## config.mk

```make
export PLATFORM = sky130hd
export DESIGN_NAME = wmcp_port
export DESIGN_NICKNAME = d
export VERILOG_FILES = /design/src/rtl/wmcp_pkg.sv /design/src/rtl/wmcp_port.sv /design/src/rtl/wmcp_uart_tx.sv
export VERILOG_INCLUDE_DIRS = /design/src /design/src/rtl
export SDC_FILE = /design/constraint.sdc
export NUM_CORES = 1
export LEC_CHECK = 0
export BUFFER_PORTS_ARGS = -buffer_cell sky130_fd_sc_hd__buf_2
export CAP_MARGIN = 0
export CORE_UTILIZATION = 45
export DETAILED_ROUTE_END_ITERATION = 10
export GPL_TIMING_DRIVEN = 0
export HOLD_SLACK_MARGIN = 0.15
export PLACE_DENSITY = 0.77
export SLEW_MARGIN = 20
export SYNTH_ARGS = -nofsm -noshare
export SYNTH_HDL_FRONTEND = slang
export SYNTH_SLANG_ARGS = --single-unit
```

## constraint.sdc

```tcl
create_clock -name clk -period 18.6 [get_ports clk]
set_input_delay 1.86 -clock clk [delete_from_list [all_inputs] [get_ports clk]]
set_output_delay 1.86 -clock clk [all_outputs]
set_load 0.02 [all_outputs]
```

## src/rtl/wmcp_cfg.svh

```systemverilog
/*
 * wmcp_cfg.svh: constants of the wattmeter serial command port
 * (uart timing, command characters, record layout, register map).
 * Assumes a 20 MHz clock; included by bare name.
 */
// How it works
// - link is 115200 baud, 8 data bits, no parity, one stop bit.
// - alarm-step character advances alarm set point Off,1.5,2.0,2.5,3.0.
// - mode-step character advances operating mode to the next one.
// - hold-cycle character steps display through average, peak, tune.
// - poll character sends a semicolon-led comma-separated ascii record.
// - fields: power, impedance, phase, alarm, callsign, range, hold, dbm, swr.
// - alarm field digit 0 off, 1..4 for 1.5 through 3.0.
// - callsign field is always six characters, space padded.
// - range field 0 high, 1 middle, 2 low.
// - hold field 0 when averaging, 1 when peak hold active.
`ifndef WMCP_CFG_SVH
`define WMCP_CFG_SVH

`define WMCP_CLK_HZ        20000000
`define WMCP_BAUD          115200
`define WMCP_BIT_CYC       ((`WMCP_CLK_HZ + `WMCP_BAUD / 2) / `WMCP_BAUD)
`define WMCP_DATA_BITS     8

`define WMCP_CH_ALARM      8'h41
`define WMCP_CH_MODE       8'h4D
`define WMCP_CH_HOLD       8'h46
`define WMCP_CH_POLL       8'h50
`define WMCP_CH_SEMI       8'h3B
`define WMCP_CH_COMMA      8'h2C
`define WMCP_CH_SPACE      8'h20
`define WMCP_CH_ZERO       8'h30

`define WMCP_ALARM_MAX     3'h4
`define WMCP_HOLD_MAX      2'h2
`define WMCP_CALL_LEN      6

`define WMCP_REG_CTRL      4'h0
`define WMCP_REG_STAT      4'h1
`define WMCP_REG_IRQ_ST    4'h2
`define WMCP_REG_IRQ_MASK  4'h3
`define WMCP_REG_CALL_LO   4'h4
`define WMCP_REG_CALL_HI   4'h5

`define WMCP_IRQ_ALARM     0
`define WMCP_IRQ_MODE      1
`define WMCP_IRQ_HOLD      2
`define WMCP_IRQ_POLL      3

`endif

```

## src/rtl/wmcp_pkg.sv

```systemverilog
/*
 * wmcp_pkg: types of the wattmeter serial command port.
 * Assumes wmcp_cfg.svh is compiled with it.
 */
package wmcp_pkg;
    typedef enum logic [1:0]
    {
        WMCP_TX_IDLE  = 2'b00,
        WMCP_TX_START = 2'b01,
        WMCP_TX_DATA  = 2'b10,
        WMCP_TX_STOP  = 2'b11
    } wmcp_tx_state_t;

    typedef enum logic [1:0]
    {
        WMCP_RX_IDLE  = 2'b00,
        WMCP_RX_START = 2'b01,
        WMCP_RX_DATA  = 2'b10,
        WMCP_RX_STOP  = 2'b11
    } wmcp_rx_state_t;
endpackage

```

## src/rtl/wmcp_port.sv

```systemverilog
/*
 * wmcp_port: single-character command interpreter of the wattmeter
 * serial port, with poll record generator and register port.
 * Assumes measurement fields arrive as ready-made ascii strings, right
 * justified, zero bytes meaning absent; rxd idles high, synchronous.
 */
`timescale 1ns/100ps
`include "wmcp_cfg.svh"
module wmcp_port
    import wmcp_pkg::*;
#(
    parameter int BIT_CYC   = `WMCP_BIT_CYC,
    parameter int MODE_NUM  = 4,
    parameter int FLD_LEN   = 8
)
(
    input  wire logic                 clk,
    input  wire logic                 rst_b,
    input  wire logic                 clk_en,
    input  wire logic                 rxd,
    output logic                      txd,
    input  wire logic [8*FLD_LEN-1:0] power_str,
    input  wire logic [8*FLD_LEN-1:0] imped_str,
    input  wire logic [8*FLD_LEN-1:0] phase_str,
    input  wire logic [8*FLD_LEN-1:0] dbm_str,
    input  wire logic [8*FLD_LEN-1:0] swr_str,
    input  wire logic [1:0]           range_code,
    output logic [2:0]                alarm_sel,
    output logic [1:0]                mode_sel,
    output logic [1:0]                hold_sel,
    input  wire logic [3:0]           reg_addr,
    input  wire logic [31:0]          reg_wdata,
    input  wire logic                 reg_wr,
    input  wire logic                 reg_rd,
    output logic [31:0]               reg_rdata,
    output logic                      irq
);
    localparam int NFLD = 9;

    wmcp_rx_state_t rx_state_q;
    logic [15:0]    rx_baud_q;
    logic [2:0]     rx_bit_q;
    logic [7:0]     rx_shift_q;
    logic           rx_stb;
    logic [7:0]     rx_byte;
    logic           rx_tick;
    logic           rx_half;

    logic [47:0]    call_q;
    logic           poll_en_q;
    logic [3:0]     irq_st_q;
    logic [3:0]     irq_mask_q;
    logic [3:0]     irq_set;

    logic           busy_q;
    logic           pend_q;
    logic [3:0]     fld_q;
    logic [3:0]     pos_q;
    logic [8*FLD_LEN-1:0] snap_q [NFLD];
    logic [3:0]     fld_len [NFLD];
    logic           fld_fixed [NFLD];
    logic [7:0]     cur_byte;
    logic           cur_skip;
    logic           tx_valid;
    logic           tx_ready;
    logic           last_pos;

    logic           cmd_alarm;
    logic           cmd_mode;
    logic           cmd_hold;
    logic           cmd_poll;

    // single digit field from a small code
    function automatic logic [8*FLD_LEN-1:0] digit_fld(input logic [2:0] v);
        digit_fld = {{(8*FLD_LEN-8){1'b0}}, `WMCP_CH_ZERO | {5'h00, v}};
    endfunction

    // receiver
    assign rx_tick = (rx_baud_q == 16'(BIT_CYC - 1));
    assign rx_half = (rx_baud_q == 16'(BIT_CYC / 2 - 1));

    always_ff @(posedge clk)
    begin
        if (!rst_b)
            rx_baud_q <= 16'h0000;
        else if (clk_en)
        begin
            if (rx_state_q == WMCP_RX_IDLE || rx_tick ||
                (rx_state_q == WMCP_RX_START && rx_half))
                rx_baud_q <= 16'h0000;
            else
                rx_baud_q <= rx_baud_q + 16'h0001;
        end
    end

    // mid-bit sampling; stop bit must be high or byte dropped
    always_ff @(posedge clk)
    begin
        if (!rst_b)
        begin
            rx_state_q <= WMCP_RX_IDLE;
            rx_bit_q   <= 3'h0;
            rx_shift_q <= 8'h00;
            rx_stb     <= 1'b0;
            rx_byte    <= 8'h00;
        end
        else if (clk_en)
        begin
            rx_stb <= 1'b0;
            case (rx_state_q)
                WMCP_RX_IDLE:
                    if (!rxd)
                        rx_state_q <= WMCP_RX_START;
                WMCP_RX_START:
                    if (rx_half)
                    begin
                        rx_bit_q   <= 3'h0;
                        rx_state_q <= rxd ? WMCP_RX_IDLE : WMCP_RX_DATA;
                    end
                WMCP_RX_DATA:
                    if (rx_tick)
                    begin
                        rx_shift_q <= {rxd, rx_shift_q[7:1]};
                        rx_bit_q   <= rx_bit_q + 3'h1;
                        if (rx_bit_q == 3'h7)
                            rx_state_q <= WMCP_RX_STOP;
                    end
                default:
                    if (rx_tick)
                    begin
                        rx_state_q <= WMCP_RX_IDLE;
                        if (rxd)
                        begin
                            rx_stb  <= 1'b1;
                            rx_byte <= rx_shift_q;
                        end
                    end
            endcase
        end
    end

    // command decode
    // other characters fall through with no effect
    assign cmd_alarm = rx_stb && (rx_byte == `WMCP_CH_ALARM);
    assign cmd_mode  = rx_stb && (rx_byte == `WMCP_CH_MODE);
    assign cmd_hold  = rx_stb && (rx_byte == `WMCP_CH_HOLD);
    assign cmd_poll  = rx_stb && (rx_byte == `WMCP_CH_POLL) && poll_en_q;

    always_ff @(posedge clk)
    begin
        if (!rst_b)
            alarm_sel <= 3'h0;
        else if (clk_en && cmd_alarm)
        begin
            if (alarm_sel == `WMCP_ALARM_MAX)
                alarm_sel <= 3'h0;
            else
                alarm_sel <= alarm_sel + 3'h1;
        end
    end

    always_ff @(posedge clk)
    begin
        if (!rst_b)
            mode_sel <= 2'h0;
        else if (clk_en && cmd_mode)
        begin
            if (mode_sel == 2'(MODE_NUM - 1))
                mode_sel <= 2'h0;
            else
                mode_sel <= mode_sel + 2'h1;
        end
    end

    // 0 average, 1 peak, 2 tune
    always_ff @(posedge clk)
    begin
        if (!rst_b)
            hold_sel <= 2'h0;
        else if (clk_en && cmd_hold)
        begin
            if (hold_sel == `WMCP_HOLD_MAX)
                hold_sel <= 2'h0;
            else
                hold_sel <= hold_sel + 2'h1;
        end
    end

    // poll record
    // field lengths: callsign fixed six, digits one, values variable
    always_comb
    begin
        for (int i = 0; i < NFLD; i++)
        begin
            fld_len[i]   = 4'(FLD_LEN);
            fld_fixed[i] = 1'b0;
        end
        fld_len[3]   = 4'h1;
        fld_len[4]   = 4'(`WMCP_CALL_LEN);
        fld_fixed[4] = 1'b1;
        fld_len[5]   = 4'h1;
        fld_len[6]   = 4'h1;
    end

    // pos 0 is the separator; positions index field msb first
    always_comb
    begin
        cur_byte = 8'h00;
        cur_skip = 1'b0;
        if (pos_q == 4'h0)
            cur_byte = (fld_q == 4'h0) ? `WMCP_CH_SEMI : `WMCP_CH_COMMA;
        else
        begin
            cur_byte = snap_q[fld_q][8*(fld_len[fld_q]-pos_q) +: 8];
            if (cur_byte == 8'h00)
            begin
                cur_byte = `WMCP_CH_SPACE;
                cur_skip = !fld_fixed[fld_q];
            end
        end
    end

    assign last_pos = (pos_q == fld_len[fld_q]);
    assign tx_valid = busy_q && !cur_skip;

    // snapshot at poll so the record stays consistent
    always_ff @(posedge clk)
    begin
        if (!rst_b)
        begin
            for (int i = 0; i < NFLD; i++)
                snap_q[i] <= '0;
        end
        else if (clk_en && pend_q && !busy_q)
        begin
            snap_q[0] <= power_str;
            snap_q[1] <= imped_str;
            snap_q[2] <= phase_str;
            snap_q[3] <= digit_fld(alarm_sel);
            snap_q[4] <= {{(8*FLD_LEN-48){1'b0}}, call_q};
            snap_q[5] <= digit_fld({1'b0, range_code});
            snap_q[6] <= digit_fld({2'b00, hold_sel == 2'h1});
            snap_q[7] <= dbm_str;
            snap_q[8] <= swr_str;
        end
    end

    // poll during a record is kept and served after it
    always_ff @(posedge clk)
    begin
        if (!rst_b)
        begin
            busy_q <= 1'b0;
            pend_q <= 1'b0;
            fld_q  <= 4'h0;
            pos_q  <= 4'h0;
        end
        else if (clk_en)
        begin
            if (cmd_poll)
                pend_q <= 1'b1;
            else if (pend_q && !busy_q)
                pend_q <= 1'b0;
            if (!busy_q && pend_q)
            begin
                busy_q <= 1'b1;
                fld_q  <= 4'h0;
                pos_q  <= 4'h0;
            end
            else if (busy_q && (cur_skip || tx_ready))
            begin
                if (!last_pos)
                    pos_q <= pos_q + 4'h1;
                else
                begin
                    pos_q <= 4'h0;
                    if (fld_q == 4'(NFLD - 1))
                        busy_q <= 1'b0;
                    else
                        fld_q <= fld_q + 4'h1;
                end
            end
        end
    end

    wmcp_uart_tx #(
        .BIT_CYC    (BIT_CYC)
    ) i_wmcp_uart_tx (
        .clk        (clk),
        .rst_b      (rst_b),
        .clk_en     (clk_en),
        .byte_valid (tx_valid),
        .byte_data  (cur_byte),
        .byte_ready (tx_ready),
        .txd        (txd)
    );

    // registers and interrupt
    assign irq_set = {cmd_poll, cmd_hold, cmd_mode, cmd_alarm};
    assign irq     = |(irq_st_q & irq_mask_q);

    always_ff @(posedge clk)
    begin
        if (!rst_b)
        begin
            call_q     <= {6{`WMCP_CH_SPACE}};
            poll_en_q  <= 1'b1;
            irq_mask_q <= 4'h0;
        end
        else if (clk_en && reg_wr)
        begin
            if (reg_addr == `WMCP_REG_CTRL)
                poll_en_q <= reg_wdata[0];
            else if (reg_addr == `WMCP_REG_IRQ_MASK)
                irq_mask_q <= reg_wdata[3:0];
            else if (reg_addr == `WMCP_REG_CALL_LO)
                call_q[31:0] <= reg_wdata;
            else if (reg_addr == `WMCP_REG_CALL_HI)
                call_q[47:32] <= reg_wdata[15:0];
        end
    end

    // set wins over write-one-to-clear
    always_ff @(posedge clk)
    begin
        if (!rst_b)
            irq_st_q <= 4'h0;
        else if (clk_en)
        begin
            if (reg_wr && reg_addr == `WMCP_REG_IRQ_ST)
                irq_st_q <= (irq_st_q & ~reg_wdata[3:0]) | irq_set;
            else
                irq_st_q <= irq_st_q | irq_set;
        end
    end

    always_ff @(posedge clk)
    begin
        if (!rst_b)
            reg_rdata <= 32'h0000_0000;
        else if (clk_en)
        begin
            reg_rdata <= 32'h0000_0000;
            if (reg_rd)
            begin
                if (reg_addr == `WMCP_REG_CTRL)
                    reg_rdata <= {31'h0000_0000, poll_en_q};
                else if (reg_addr == `WMCP_REG_STAT)
                    reg_rdata <= {22'h00_0000, pend_q, busy_q,
                                  hold_sel, mode_sel, 1'b0, alarm_sel};
                else if (reg_addr == `WMCP_REG_IRQ_ST)
                    reg_rdata <= {28'h000_0000, irq_st_q};
                else if (reg_addr == `WMCP_REG_IRQ_MASK)
                    reg_rdata <= {28'h000_0000, irq_mask_q};
                else if (reg_addr == `WMCP_REG_CALL_LO)
                    reg_rdata <= call_q[31:0];
                else if (reg_addr == `WMCP_REG_CALL_HI)
                    reg_rdata <= {16'h0000, call_q[47:32]};
            end
        end
    end
endmodule // wmcp_port

```

## src/rtl/wmcp_uart_tx.sv

```systemverilog
/*
 * wmcp_uart_tx: 8n1 serial transmitter, one byte per request.
 * Assumes byte_valid is held until byte_ready; clock enable freezes it.
 */
`timescale 1ns/100ps
`include "wmcp_cfg.svh"
module wmcp_uart_tx
    import wmcp_pkg::*;
#(
    parameter int BIT_CYC = `WMCP_BIT_CYC
)
(
    input  wire logic       clk,
    input  wire logic       rst_b,
    input  wire logic       clk_en,
    input  wire logic       byte_valid,
    input  wire logic [7:0] byte_data,
    output logic            byte_ready,
    output logic            txd
);
    wmcp_tx_state_t state_q;
    logic [15:0]    baud_q;
    logic [2:0]     bit_q;
    logic [7:0]     shift_q;
    logic           tick;

    assign tick       = (baud_q == 16'(BIT_CYC - 1));
    assign byte_ready = (state_q == WMCP_TX_IDLE);

    always_ff @(posedge clk)
    begin
        if (!rst_b)
            baud_q <= 16'h0000;
        else if (clk_en)
        begin
            if (state_q == WMCP_TX_IDLE || tick)
                baud_q <= 16'h0000;
            else
                baud_q <= baud_q + 16'h0001;
        end
    end

    // start bit, 8 data lsb first, one stop, no parity
    always_ff @(posedge clk)
    begin
        if (!rst_b)
        begin
            state_q <= WMCP_TX_IDLE;
            bit_q   <= 3'h0;
            shift_q <= 8'h00;
            txd     <= 1'b1;
        end
        else if (clk_en)
        begin
            case (state_q)
                WMCP_TX_IDLE:
                    if (byte_valid)
                    begin
                        shift_q <= byte_data;
                        txd     <= 1'b0;
                        state_q <= WMCP_TX_START;
                    end
                WMCP_TX_START:
                    if (tick)
                    begin
                        txd     <= shift_q[0];
                        shift_q <= {1'b0, shift_q[7:1]};
                        bit_q   <= 3'h0;
                        state_q <= WMCP_TX_DATA;
                    end
                WMCP_TX_DATA:
                    if (tick)
                    begin
                        if (bit_q == 3'h7)
                        begin
                            txd     <= 1'b1;
                            state_q <= WMCP_TX_STOP;
                        end
                        else
                        begin
                            txd     <= shift_q[0];
                            shift_q <= {1'b0, shift_q[7:1]};
                            bit_q   <= bit_q + 3'h1;
                        end
                    end
                default:
                    if (tick)
                        state_q <= WMCP_TX_IDLE;
            endcase
        end
    end
endmodule // wmcp_uart_tx

```

==> reports/qor.txt <==
Clock skew - 0.02884 ns
Largest stage delay on the critical path - 0.76 ns
Layout cells sized above 1 - 0.2136
DP Area - 28180 um^2
GRT Total Usage - 0.3079
Remaining DRCs - 0
Wire per inst - 25.71 um
Unique cell type count in the Yosys netlist - 88
Worst path required time - 19.17 ns
Initial DRC Count - 2445
Final worst slack - 13.09 ns
Sequential area share after synthesis - 0.5917
H-Tree Depth - 2
Critical path, cell by cell - inv_1, ha_1, nand2_1, a21o_1, ha_1, inv_1, fa_1, clkbuf_1, clkbuf_1, o31a_1, nand2_1, a32oi_1, nand4_1, nor2_4, o311ai_1, or4_4, o21ai_1
Final ANT Viol Nets - 0
Core ar. - 55090 um^2
DRT Pass-1 Iters - 5
Post-synth ARST share - 0
Area grow syn2layout - 20.12%
Die W - 238.0 um
Fmax - 181.4 MHz
Clock Latency Late Sink - 0.64 ns
DP Wirelength - 67590 um
EDFF count, synth - 375
CP max stage cell - fa_1
Buf/Inv on CP - 4
Mapped Cells - 2187
Ports - 405
I/O Buffers - 401
Clock sink total - 553
Fin crit period - 5.512 ns
Die area - 56630 um^2
Vias per cell - 5.808
CTS resizes - 0
CTS tree - done
Design Area, Final - 30100 um^2
Final Non-Filler Cells - 3451
Number of post-CTS setup repair buffers - 0
Initial antenna violation count - 5
Reg2reg setup slack - 13.09 ns
FF/Latch Area - 14820 um^2
Worst path arrival time - 6.08 ns
Max-slew violation count - 0
LEAKAGE - 11.37 nW
Multi-input logic area - 9440 um^2
Most frequent cells in the layout - 423 x buf_2, 375 x edfxtp_1, 370 x and2_1
GP Congestion - 1.013
CTS buffer count - 57
Fillers - 4755
FF+latch count, synth - 553
Via count - 20040
Root buf cell - clkbuf_16
Worst hold slack - 0.4569 ns
Post-synthesis cell area - 25060 um^2
Reg2Reg Launch Point - fld_q[0]
Slew of the pin with the lowest slew margin - 1.125 ns
Setup CP Type - register to register
Ys Warns - 0
Row count - 86
Final hold vios - 0
Setup crit end kind - register
Mapped Avg Cell Area - 11.46 um^2
Number of stages on the worst setup path - 17
Outcome - finished, final reports clean
Worst setup path start - fld_q[0]
Maximum net fanout on the critical path - 10
CP top delay family - buffers and inverters
Worst hold path class - register to register
Peak supply drop - 0.07810 mV
Largest net degree at the start of global routing - 64
Post-synth top flop - edfxtp_1
Starting Density - 0.4548
Routed WL - 88740 um
Finish-stage setup viols - 0
DP Worst Slack - 13.15 ns
Global-route wire length before repair - 126600 um
Clock transition at path regs - 0.06 ns
Fin nets - 3043
CP Launch Type - register
Slew headroom - 0.2445
Total Neg Setup Slack - 0 ns
Power Dens Cells - 89.07 nW/um^2
Hold_buf cts - 0
Reg2reg path depth - 17
Max_cap viols - 0
Die Span Y - 238.0 um
Fin crit share - 0.2964
RSZ-0062 raised after global routing - false
Placed Cells - 3342
Most common cell after layout, fill and taps aside - buf_2
Synthesized Nets - 2577
Grt ovf - 0
CTS Buffer Depth - 3
Vias in the first global route - 19670
-- per-stage QoR --
| stage | power, mW | util |
|---|---|---|
| 4_1_cts | 2.684 | 0.5462 |
| 5_1_grt | 2.740 | 0.5462 |
| 3_5_place_dp | 1.516 | 0.5114 |
| 3_3_place_gp | 1.532 | 0.5082 |
| 2_1_floorplan | 1.446 | - |
| 6_report | 2.681 | 0.5463 |
-- worst min-delay path by stage --
stage / from / to / depth (start not counted)
global route: call_q[34] / call_q[34] / 2
detailed placement: call_q[41] / call_q[41] / 2
finish: call_q[41] / call_q[41] / 2
floorplan: call_q[33] / call_q[33] / 2
CTS: call_q[41] / call_q[41] / 2
global placement: call_q[41] / call_q[41] / 2
-- worst min-delay path, cell delays in order (launching register included) --
cell and delay (ns):
dfxtp_1 0.31, nand2_1 0.05, a21oi_1 0.05
-- synthesized netlist by cell type, drive strengths merged (11+ instances only) --
master / count / area (um^2)
mux2: 42 / 476.7
a31oi: 13 / 81.33
a221oi: 60 / 525.5
ha: 25 / 312.8
nand3: 36 / 180.2
a221o: 32 / 320.3
and3: 11 / 68.82
nor3: 21 / 105.1
a22oi: 30 / 225.2
nor2b: 12 / 75.07
and2: 370 / 2315
nand2: 187 / 701.9
nor2: 170 / 653.1
clkbuf: 104 / 390.4
inv: 38 / 142.6
o21ai: 52 / 260.3
xor2: 22 / 192.7
dfxtp: 178 / 3563
o211ai: 14 / 110.1
nand4: 14 / 93.84
nand2b: 18 / 112.6
buf: 40 / 267.8
or3: 13 / 81.33
edfxtp: 375 / 11260
mux2i: 57 / 570.6
a21oi: 103 / 526.8
-- layout make-up --
type / instances / area share
Clock inverter: 37 / 0.01397
Inverter: 39 / 0.004864
Buffer: 144 / 0.02187
Multi-Input combinational cell: 1451 / 0.3137
Clock buffer: 70 / 0.04968
Tap cell: 748 / 0.03110
Sequential cell: 553 / 0.4925
Timing Repair Buffer: 407 / 0.07217
Antenna cell: 2 / 0.0001663
-- per-layer routing --
layer,GRT usage,up-vias,routed length [um]
li1,-,8896,-
met1,0.4020,9821,34680
met2,0.5053,1144,41370
met3,0.05437,180,8647
met4,0.1284,2,4034
met5,0,-,13
-- power breakdown --
part / internal (mW) / switching [mW] / total [mW]
Clock: 0.685 / 0.501 / 1.19
Combinational: 0.0481 / 0.0754 / 0.124
Sequential: 1.35 / 0.0184 / 1.37
-- sequential cells by signal (all words and copies together) (netlist names), 4 cells and up, named ones only --
signal / count
rx_byte: 8
i_wmcp_uart_tx.baud_q: 16
pos_q: 4
snap_q: 375
rx_shift_q: 8
rx_baud_q: 16
irq_st_q: 4
call_q: 48
irq_mask_q: 4
i_wmcp_uart_tx.shift_q: 8
fld_q: 4
reg_rdata: 32
-- logic make-up after synthesis --
| kind of cell | count (synthesis) | synth area share |
|---|---|---|
| flops | 553 | 0.5917 |
| buf+inv | 183 | 0.03211 |
| compound gates | 395 | 0.1142 |
| xor+xnor | 32 | 0.01119 |
| mux | 107 | 0.04899 |
| fa+ha+maj | 26 | 0.01328 |
| simple gates | 891 | 0.1886 |
Power figures use the tool's default switching activity.
